### src/rtl/delta_stat_pkg.sv
// Constants and types shared by the statistical delta encoder
package delta_stat_pkg;
   localparam int CLK_MHZ   = 200;
   localparam int SHIFT_MHZ = 50;
   localparam int SHIFT_DIV = CLK_MHZ / SHIFT_MHZ;
   localparam int INT_DIV   = 10;

   localparam logic [7:0] OFS_CTRL   = 8'h00;
   localparam logic [7:0] OFS_STATUS = 8'h04;
   localparam logic [7:0] OFS_THRESH = 8'h08;
   localparam logic [7:0] OFS_CODE   = 8'h20;

   localparam int CTRL_STAT_MODE = 0;
   localparam int CTRL_INT_RATE  = 1;
   localparam int THR_LO_POS     = 0;
   localparam int THR_HI_POS     = 8;

   localparam logic [2:0] QL4 = 3'h4;
   localparam logic [2:0] QL5 = 3'h5;
   localparam logic [2:0] QL6 = 3'h6;
   localparam logic [7:0] THR_LO_RST = 8'h70;
   localparam logic [7:0] THR_HI_RST = 8'h90;

   localparam logic [2:0]  HDR_SYNC = 3'h4;
   localparam logic [2:0]  HDR_DONE = 3'h7;
   localparam logic [29:0] TIME_CODE_DEF = 30'h0104_0401;
   localparam logic [7:0]  VSYNC_CODE_DEF = 8'hF0;
   localparam logic [7:0]  HSYNC_CODE_DEF = 8'hCC;
   localparam logic [30:0] OUT_SEED = 31'h0000_0001;

   typedef enum logic [2:0] {CT_D0, CT_P1, CT_P2, CT_P3, CT_M1, CT_M2, CT_M3, CT_REM} code_type_t;

   typedef struct packed {
      logic [2:0] len_m1;
      logic [7:0] pat;
   } code_ent_t;

   localparam code_ent_t [7:0] CODE_TAB_RST = '{
      '{3'h7, 8'hF0}, '{3'h4, 8'hE8}, '{3'h3, 8'hD0}, '{3'h2, 8'hA0},
      '{3'h4, 8'hE0}, '{3'h3, 8'hC0}, '{3'h2, 8'h80}, '{3'h0, 8'h00}};
endpackage

### src/rtl/delta_stat_encoder.sv
// Statistical delta encoder: quantize, delta code, serialise, pack 30-bit words
`timescale 1ns/1ps
`default_nettype none

module delta_stat_encoder #(
   parameter logic [29:0] TIME_CODE  = delta_stat_pkg::TIME_CODE_DEF,
   parameter logic [7:0]  VSYNC_CODE = delta_stat_pkg::VSYNC_CODE_DEF,
   parameter logic [7:0]  HSYNC_CODE = delta_stat_pkg::HSYNC_CODE_DEF
) (
   input  wire logic        clk_sys,           // 200 MHz clock
   input  wire logic        reset,             // Synchronous reset
   input  wire logic [7:0]  address,           // Register byte address
   input  wire logic [31:0] wr_data,           // Register write data
   input  wire logic        wr_en,             // Write strobe
   input  wire logic        rd_en,             // Read strobe
   output logic      [31:0] rd_data,           // Read data, cycle after strobe
   input  wire logic        sample_strobe,     // External sample rate strobe
   input  wire logic [5:0]  video_in,          // Video sample
   input  wire logic        hblank,            // Horizontal blanking
   input  wire logic        vblank,            // Vertical blanking
   input  wire logic        nearly_empty,      // Transmit memory nearly empty
   input  wire logic [7:0]  fill_rate,         // Buffer fill rate count
   input  wire logic [29:0] reducer_path_data, // Reducer word
   input  wire logic        reducer_path_req,  // Reducer write request
   input  wire logic        mem_wr_ack,        // Memory control took the word
   output logic      [29:0] mem_data,          // Word to memory
   output logic             mem_wr_req,        // Write request to memory
   output logic      [2:0]  quant_level        // Current quantization level
);
   typedef delta_stat_pkg::code_ent_t ent_t;

   function automatic logic [5:0] quantize(input logic [5:0] v, input logic [2:0] ql);
      case (ql)
         delta_stat_pkg::QL5: quantize = {1'b1, v[5:1]};
         delta_stat_pkg::QL4: quantize = {2'b11, v[5:2]};
         default:             quantize = v;
      endcase
   endfunction

   // Delta codes fit up to three, otherwise remainder
   function automatic delta_stat_pkg::code_type_t code_sel(input logic [5:0] mag, input logic neg,
                                                          input logic force_rem);
      if (force_rem || mag > 6'h03)
         code_sel = delta_stat_pkg::CT_REM;
      else if (mag == 6'h00)
         code_sel = delta_stat_pkg::CT_D0;
      else if (neg)
         code_sel = delta_stat_pkg::code_type_t'(3'(mag) + 3'h3);
      else
         code_sel = delta_stat_pkg::code_type_t'(3'(mag));
   endfunction

   // Enables and strobe sequencing
   logic [1:0] div4_r;
   logic [3:0] div10_r;
   logic       int_strobe_r;
   logic       sync1_r, sync2_r;
   logic [2:0] strb_sh_r;
   logic       xfer_d_r;
   logic       ce50, xfer_p, load_p, shift_p;
   // Register file
   logic       stat_mode_r, int_rate_r;
   logic [7:0] thr_lo_r, thr_hi_r;
   ent_t [7:0] code_tab_r;
   logic [31:0] rd_data_r;
   // Data path
   logic       hb_s_r, vb_s_r, blank;
   logic [2:0] ql_r;
   logic [5:0] cur_r, prev_r;
   logic [6:0] diff;
   logic [5:0] mag;
   logic       neg;
   delta_stat_pkg::code_type_t ct_r;
   logic [2:0] code_len_r;
   logic [7:0] code_word_r;
   logic [2:0] hdr_idx_r;
   logic       hdr_vert_r;
   logic [7:0] len_sh_r, code_sh_r;
   logic       busy_r;
   logic [30:0] out_sh_r;
   logic [29:0] stat_buf_r;
   logic       buf_load_r, stat_req_r;
   logic [29:0] mem_data_r;
   logic       mem_wr_req_r;
   logic [2:0] h_len;
   logic [7:0] h_word;

   assign ce50    = div4_r == 2'(delta_stat_pkg::SHIFT_DIV - 1);
   assign xfer_p  = ce50 && strb_sh_r[1] && !strb_sh_r[2];
   assign blank   = hb_s_r || vb_s_r;
   assign load_p  = ce50 && xfer_d_r && !blank;
   assign shift_p = ce50 && busy_r && !load_p;
   assign diff    = {1'b0, cur_r} - {1'b0, prev_r};
   assign neg     = diff[6];
   assign mag     = neg ? 6'(-diff) : diff[5:0];

   always_ff @(posedge clk_sys) begin
      if (reset || ce50)
         div4_r <= 2'h0;
      else
         div4_r <= div4_r + 2'h1;
   end

   // Internal 5 MHz strobe, high for one shift tick
   always_ff @(posedge clk_sys) begin
      if (reset) begin
         div10_r      <= 4'h0;
         int_strobe_r <= 1'b0;
      end else if (ce50) begin
         div10_r      <= (div10_r == 4'(delta_stat_pkg::INT_DIV - 1)) ? 4'h0 : div10_r + 4'h1;
         int_strobe_r <= div10_r == 4'(delta_stat_pkg::INT_DIV - 1);
      end
   end

   always_ff @(posedge clk_sys) begin
      if (reset) begin
         sync1_r   <= 1'b0;
         sync2_r   <= 1'b0;
         strb_sh_r <= 3'h0;
         xfer_d_r  <= 1'b0;
      end else begin
         sync1_r <= int_rate_r ? int_strobe_r : sample_strobe;
         sync2_r <= sync1_r;
         if (ce50) begin
            strb_sh_r <= {strb_sh_r[1:0], sync2_r};
            xfer_d_r  <= xfer_p;
         end
      end
   end

   // Register writes
   always_ff @(posedge clk_sys) begin
      if (reset) begin
         stat_mode_r <= 1'b1;
         int_rate_r  <= 1'b0;
         thr_lo_r    <= delta_stat_pkg::THR_LO_RST;
         thr_hi_r    <= delta_stat_pkg::THR_HI_RST;
         code_tab_r  <= delta_stat_pkg::CODE_TAB_RST;
      end else if (wr_en) begin
         if (address == delta_stat_pkg::OFS_CTRL) begin
            stat_mode_r <= wr_data[delta_stat_pkg::CTRL_STAT_MODE];
            int_rate_r  <= wr_data[delta_stat_pkg::CTRL_INT_RATE];
         end
         if (address == delta_stat_pkg::OFS_THRESH) begin
            thr_lo_r <= wr_data[delta_stat_pkg::THR_LO_POS +: 8];
            thr_hi_r <= wr_data[delta_stat_pkg::THR_HI_POS +: 8];
         end
         if (address[7:5] == delta_stat_pkg::OFS_CODE[7:5] && address[1:0] == 2'h0)
            code_tab_r[address[4:2]] <= wr_data[10:0];
      end
   end

   // Register reads, unmapped reads zero
   always_ff @(posedge clk_sys) begin
      if (reset)
         rd_data_r <= 32'h0;
      else if (rd_en) begin
         if (address == delta_stat_pkg::OFS_CTRL)
            rd_data_r <= {30'h0, int_rate_r, stat_mode_r};
         else if (address == delta_stat_pkg::OFS_STATUS)
            rd_data_r <= {24'h0, stat_req_r, busy_r, hdr_idx_r != delta_stat_pkg::HDR_DONE, blank, 1'b0, ql_r};
         else if (address == delta_stat_pkg::OFS_THRESH)
            rd_data_r <= {16'h0, thr_hi_r, thr_lo_r};
         else if (address[7:5] == delta_stat_pkg::OFS_CODE[7:5] && address[1:0] == 2'h0)
            rd_data_r <= {21'h0, code_tab_r[address[4:2]]};
         else
            rd_data_r <= 32'h0;
      end else
         rd_data_r <= 32'h0;
   end

   // Blanking resync, line level choice, header sequencing
   always_ff @(posedge clk_sys) begin
      if (reset) begin
         hb_s_r     <= 1'b0;
         vb_s_r     <= 1'b0;
         ql_r       <= delta_stat_pkg::QL6;
         hdr_idx_r  <= delta_stat_pkg::HDR_DONE;
         hdr_vert_r <= 1'b0;
      end else begin
         if (xfer_p) begin
            hb_s_r <= hblank;
            vb_s_r <= vblank;
            if (blank && !hblank && !vblank) begin
               hdr_vert_r <= vb_s_r;
               hdr_idx_r  <= vb_s_r ? 3'h0 : delta_stat_pkg::HDR_SYNC;
               if (fill_rate < thr_lo_r)
                  ql_r <= delta_stat_pkg::QL6;
               else if (fill_rate > thr_hi_r)
                  ql_r <= delta_stat_pkg::QL4;
               else
                  ql_r <= delta_stat_pkg::QL5;
            end
         end
         if (load_p && hdr_idx_r != delta_stat_pkg::HDR_DONE)
            hdr_idx_r <= hdr_idx_r + 3'h1;
      end
   end

   // Samples and code registers load on transfer
   always_ff @(posedge clk_sys) begin
      if (reset) begin
         cur_r       <= 6'h00;
         prev_r      <= 6'h00;
         ct_r        <= delta_stat_pkg::CT_D0;
         code_len_r  <= 3'h0;
         code_word_r <= 8'h00;
      end else if (xfer_p) begin
         prev_r <= cur_r;
         cur_r  <= quantize(video_in, ql_r);
         ct_r   <= code_sel(mag, neg, nearly_empty);
         code_len_r  <= code_tab_r[code_sel(mag, neg, nearly_empty)].len_m1;
         if (code_sel(mag, neg, nearly_empty) == delta_stat_pkg::CT_REM)
            code_word_r <= {code_tab_r[delta_stat_pkg::CT_REM].pat[7:4], cur_r[5:2]};
         else
            code_word_r <= code_tab_r[code_sel(mag, neg, nearly_empty)].pat;
      end
   end

   // Start-of-line words: time code segments, sync, spare, absolute value
   always_comb begin
      h_len  = 3'h7;
      h_word = 8'h00;
      case (hdr_idx_r)
         3'h0: h_word = TIME_CODE[29:22];
         3'h1: h_word = TIME_CODE[21:14];
         3'h2: h_word = TIME_CODE[13:6];
         3'h3: begin
            h_word = {TIME_CODE[5:0], 2'b00};
            h_len  = 3'h5;
         end
         3'h4: h_word = hdr_vert_r ? VSYNC_CODE : HSYNC_CODE;
         3'h5: h_word = 8'h00;
         3'h6: h_word = {2'(ql_r - delta_stat_pkg::QL4), cur_r};
         default: h_word = 8'h00;
      endcase
   end

   // Length and code word shift registers, burst control
   always_ff @(posedge clk_sys) begin
      if (reset) begin
         len_sh_r  <= 8'h00;
         code_sh_r <= 8'h00;
         busy_r    <= 1'b0;
      end else if (load_p) begin
         busy_r <= 1'b1;
         if (hdr_idx_r != delta_stat_pkg::HDR_DONE) begin
            len_sh_r  <= 8'h01 << h_len;
            code_sh_r <= h_word;
         end else begin
            len_sh_r  <= 8'h01 << code_len_r;
            code_sh_r <= code_word_r;
         end
      end else if (shift_p) begin
         len_sh_r  <= len_sh_r >> 1;
         code_sh_r <= code_sh_r << 1;
         if (len_sh_r[0])
            busy_r <= 1'b0;
      end
   end

   // Output packing with travelling tag bit
   always_ff @(posedge clk_sys) begin
      if (reset) begin
         out_sh_r   <= delta_stat_pkg::OUT_SEED;
         stat_buf_r <= 30'h0;
         buf_load_r <= 1'b0;
      end else begin
         buf_load_r <= 1'b0;
         if (shift_p) begin
            if (out_sh_r[29]) begin
               stat_buf_r <= {out_sh_r[28:0], code_sh_r[7]};
               out_sh_r   <= delta_stat_pkg::OUT_SEED;
               buf_load_r <= 1'b1;
            end else
               out_sh_r <= {out_sh_r[29:0], code_sh_r[7]};
         end
      end
   end

   // Write request: a new word wins over a same-cycle acknowledge
   always_ff @(posedge clk_sys) begin
      if (reset)
         stat_req_r <= 1'b0;
      else if (buf_load_r)
         stat_req_r <= 1'b1;
      else if (mem_wr_ack && stat_mode_r)
         stat_req_r <= 1'b0;
   end

   always_ff @(posedge clk_sys) begin
      if (reset) begin
         mem_data_r   <= 30'h0;
         mem_wr_req_r <= 1'b0;
      end else begin
         mem_data_r   <= stat_mode_r ? stat_buf_r : reducer_path_data;
         mem_wr_req_r <= stat_mode_r ? stat_req_r : reducer_path_req;
      end
   end

   assign rd_data     = rd_data_r;
   assign mem_data    = mem_data_r;
   assign mem_wr_req  = mem_wr_req_r;
   assign quant_level = ql_r;

   // Checks
   property p_seq;
      @(posedge clk_sys) disable iff (reset) xfer_p && !hblank && !vblank |-> ##4 load_p;
   endproperty
   a_seq: assert property (p_seq) else $error("load did not follow transfer");

   property p_blank;
      @(posedge clk_sys) disable iff (reset) blank |-> !load_p;
   endproperty
   a_blank: assert property (p_blank) else $error("load during blanking");

   property p_onehot;
      @(posedge clk_sys) disable iff (reset) load_p |=> $onehot(len_sh_r) && busy_r;
   endproperty
   a_onehot: assert property (p_onehot) else $error("length register not one-hot");

   property p_burst_end;
      @(posedge clk_sys) disable iff (reset) shift_p && len_sh_r[0] |=> !busy_r;
   endproperty
   a_burst_end: assert property (p_burst_end) else $error("burst overran");

   property p_burst_len;
      @(posedge clk_sys) disable iff (reset) load_p |-> ##1 busy_r [*4] ##[1:29] !busy_r;
   endproperty
   a_burst_len: assert property (p_burst_len) else $error("burst length wrong");

   property p_rem;
      @(posedge clk_sys) disable iff (reset) xfer_p && nearly_empty |=> ct_r == delta_stat_pkg::CT_REM;
   endproperty
   a_rem: assert property (p_rem) else $error("remainder not forced");

   property p_pair;
      @(posedge clk_sys) disable iff (reset) xfer_p |=> prev_r == $past(cur_r);
   endproperty
   a_pair: assert property (p_pair) else $error("sample pair did not advance");

   property p_tag;
      @(posedge clk_sys) disable iff (reset) buf_load_r |-> out_sh_r == delta_stat_pkg::OUT_SEED ##1 stat_req_r;
   endproperty
   a_tag: assert property (p_tag) else $error("word end handling wrong");

   property p_sel;
      @(posedge clk_sys) disable iff (reset) stat_mode_r && $stable(stat_mode_r) |-> mem_data_r == $past(stat_buf_r);
   endproperty
   a_sel: assert property (p_sel) else $error("memory selector wrong");

   c_word:  cover property (@(posedge clk_sys) disable iff (reset) buf_load_r);
   c_rem:   cover property (@(posedge clk_sys) disable iff (reset) xfer_p && nearly_empty);
   c_vhdr:  cover property (@(posedge clk_sys) disable iff (reset) load_p && hdr_idx_r == 3'h3);
   c_ack:   cover property (@(posedge clk_sys) disable iff (reset) stat_req_r && mem_wr_ack);
endmodule

`default_nettype wire

### config.mk
export PLATFORM = sky130hd
export DESIGN_NAME = delta_stat_encoder
export DESIGN_NICKNAME = d
export VERILOG_FILES = /design/src/rtl/delta_stat_pkg.sv /design/src/rtl/delta_stat_encoder.sv
export SDC_FILE = /design/constraint.sdc
export NUM_CORES = 1
export LEC_CHECK = 0
export BUFFER_PORTS_ARGS = -buffer_cell sky130_fd_sc_hd__buf_2
export CELL_PAD_IN_SITES_DETAIL_PLACEMENT = 1
export CELL_PAD_IN_SITES_GLOBAL_PLACEMENT = 1
export CORE_ASPECT_RATIO = 1.2
export CORE_UTILIZATION = 47
export CTS_BUF_LIST = sky130_fd_sc_hd__clkbuf_16
export DETAILED_ROUTE_END_ITERATION = 12
export HOLD_SLACK_MARGIN = 0.03
export PLACE_DENSITY_LB_ADDON = 0.1
export SYNTH_ARGS = -nofsm -noshare
export SYNTH_HDL_FRONTEND = slang
export SYNTH_SLANG_ARGS = --single-unit
### constraint.sdc
create_clock -name clk_sys -period 6.6 [get_ports clk_sys]
set_input_delay 0.99 -clock clk_sys [delete_from_list [all_inputs] [get_ports clk_sys]]
set_output_delay 0.99 -clock clk_sys [all_outputs]
set_load 0.005 [all_outputs]
==> metrics.md <==
| Metric | Value |
|---|---|
| Setup violators final | 0 |
| Startpoint types | register |
| Layout Utilization | about 53% |
| Clk pin slew, worst setup/hold paths | 0.06 ns |
| Max Fanout on Critical Path | 17 |
| Syn Inst Count | 1515 |
| Crit share post-route | between 70% and 80% |
| DP Cell Count | approximately 1900 |
| Unrepaired setup endpoints after global routing | no |
| Row cnt | 66 |
| Die area | about 28000 um^2 |
| Final ANT Viol Nets | 0 |
| Root buffer cell | clkbuf_16 |
| Die Y | between 150 and 200 um |
| Ranking of synthesized cells by area | dfxtp_1 (43%), nand2_1 (10%), a21oi_1 (6.0%), mux2i_1 (5.2%), mux4_2 (3.8%) |
| CTS tree | yes |
| Fmax | 0.212 GHz |
| Seq/Total Area, Yosys | a little over two fifths |
| Global Route Usage Sum | 27.2% |
| GR Overflow Total | 0 |
| Vias in the first global route | about 11000 |
| Worst hold slack | 0.437 ns |
| Sw power | 779 uW |
| Worst Skew | around 0.014 ns |
| Pre-antenna DRT Iters | 5 |
| Post_cts resized | 0 |
| Layout Cells excl Fill | 1928 |
| Critical path class | register to register |
| Initial Utilization | 47.7% |
| Commonest non-fill, non-tap cell in the layout | nand2_1 |
| Worst Path Arrival | 5.15 ns |
| Initial antenna violation count | 3 |
| Wire length per cell | 20.0 um |
| Leakage power | 0.00584 uW |
| Gpl congestion | ~0.81 |
| Synth unique cells | 74 |
| Status | finished, final reports clean |
| # IOs | 160 |
| Tightest Hold Check Type | register to register |
| Slew HR | roughly 18% |
| Routed Wire Length | 38.6 mm |
| Yosys warnings | 0 |
| H-tree depth | 1 |
| Top-area cell type share of the netlist area | 42.9% |
| Logic pwr share | 4.7% |
| Worst slew pin tran | 1.23 ns |
| Via density | about 5.8 |
| Finished Cell Area | 14400 um^2 |
| Core area | between 20000 and 30000 um^2 |
| Layout cells sized above 1 | 14.2% |
| Sequential Power Share | 50.1% |
| DRT iter0 DRCs | 595 |
| Max-Cap Viols | 0 |
| Period minus WS final | 4.71 ns |
| Top FF cell, synth | dfxtp_1 |
| PortBufs | 126 |
| DPL Wire Length | 26.0 mm |
| Internal Power | between 2000 and 3000 uW |
| Critical Path End Type | register |
| Worst-skew pair later-pin latency | 0.55 ns |
| Placed cell areas | 13500 um^2 |
| Register bit total from synthesis | 276 |
| EDFF count, synth | 0 |
| Drc violations | 0 |
| Async SR Flop Fraction | 0% |
| Die width | 153 um |
| Clk pwr share | 45.1% |
| Largest net degree at the start of global routing | between 100 and 150 |
| WP data required | 7.04 ns |
| Synthesized cell area | 12900 um^2 |
| Fin nets | 1693 |
| Final hold vios | 0 |
| CTS Hold Bufs | 0 |
| Area growth syn-to-layout | 11.6% |
| Yosys top cell by area | dfxtp_1 |
| Setup Fix Bufs, Post-CTS | 0 |
| Sw Share | 23.3% |
| CTS buffer count | 28 |
| Syn_area_per_cell | 8.50 um^2 |
| Maximum vdd drop | 0.195 mV |
| Setup_tns | 0 ns |
| Vias | 11100 |
| Setup slack, reg-to-reg | 1.89 ns |
| Final Max Tran Viols | 0 |
| CTS max path bufs | 3 |
| Sinks on Clock Net | between 200 and 300 |
| P per Cell Area | 232 nW/um^2 |
| Commonest cells after routing, fill and taps aside | nand2_1 (347), dfxtp_1 (275), a21oi_1 (152) |
| First-pass GRT wire length | ~61 mm |
[per-layer routing]
layer  global-route usage [%]  part of all wire [%]
met5                        0                 0.034
met4                     10.7                   3.5
met3                     3.59                   4.5
met2                     49.6                    50
met1                     32.4                    42
[through the flow]
step                total power, uW  worst slack [ns]
floorplan                      1810              2.90
global placement               1860              2.12
CTS                            3360              1.93
detailed placement             1870              1.96
global route                   3440              1.60
finish                         3340              1.89
[power groups by stage]
stage                     clock (uW)  sequential [uW]  combinational [uW]
after floorplan                    0             1710                 106
after global placement             0             1710                 154
after detailed placement           0             1710                 156
after CTS                       1530             1670                 158
after global routing            1600             1670                 171
final                           1510             1670                 158
[path summary, 6_finish.rpt]
check | depth (start not counted) | to | start
max | 16 | code_word_r[1] | cur_r[0]
min | 1 | div4_r[0] | div4_r[0]
max reg2reg | 16 | code_word_r[1] | cur_r[0]
min reg2reg | 1 | div4_r[0] | div4_r[0]
[flip-flops by register name, summed over array words and instances (netlist names), 2 cells and up]
signal / flops
mem_data: 30
strb_sh_r: 3
stat_buf_r: 30
quant_level: 2
code_sh_r: 8
code_len_r: 3
len_sh_r: 8
code_tab_r: 88
cur_r: 6
out_sh_r: 30
rd_data: 16
thr_lo_r: 8
hdr_idx_r: 3
div10_r: 4
prev_r: 6
thr_hi_r: 8
code_word_r: 8
div4_r: 2
[critical path: stages, from the launching register on]
cell       delay [ns]
dfxtp_1          0.40
inv_1            0.07
ha_1             0.22
fa_1             0.40
and2b_1          0.27
o2111ai_2        0.20
nand2_4          0.20
nand2_1          0.08
o21a_1           0.13
inv_1            0.08
ha_1             0.41
nor2_1           0.13
mux2i_2          0.50
nand3_1          0.75
o211ai_1         0.34
nand3_1          0.13
a311oi_1         0.31
[Yosys cell counts, types with 13 or more instances]
master	number
a21oi_1	154
and3_1	13
ha_1	32
nand3_1	43
buf_4	18
mux4_2	22
nand3b_1	38
nor2_1	85
a311oi_1	14
nand2_1	347
a22o_1	36
dfxtp_1	276
nor3_1	17
clkbuf_1	100
o21ai_0	26
mux2i_1	67
o22ai_1	15
inv_1	42
[logic make-up after synthesis]
logic type | synth area share [%]
xor+xnor | 0.534
simple gates | 20.9
fa+ha+maj | 3.26
other cells | 0.0583
mux | 9.69
flops | 42.9
buf+inv | 5.85
compound gates | 16.8
[layout make-up]
type / instances / area [um^2]
antenna: 2 / 5.00
clock buffer: 29 / 726
clock inverter: 21 / 130
fill: 3263 / 12600
inverter: 42 / 158
multi-input combinational: 1080 / 6680
sequential: 276 / 5530
tap: 340 / 425
timing repair buffer: 138 / 727
No activity file was read; power rests on OpenSTA's default activity.
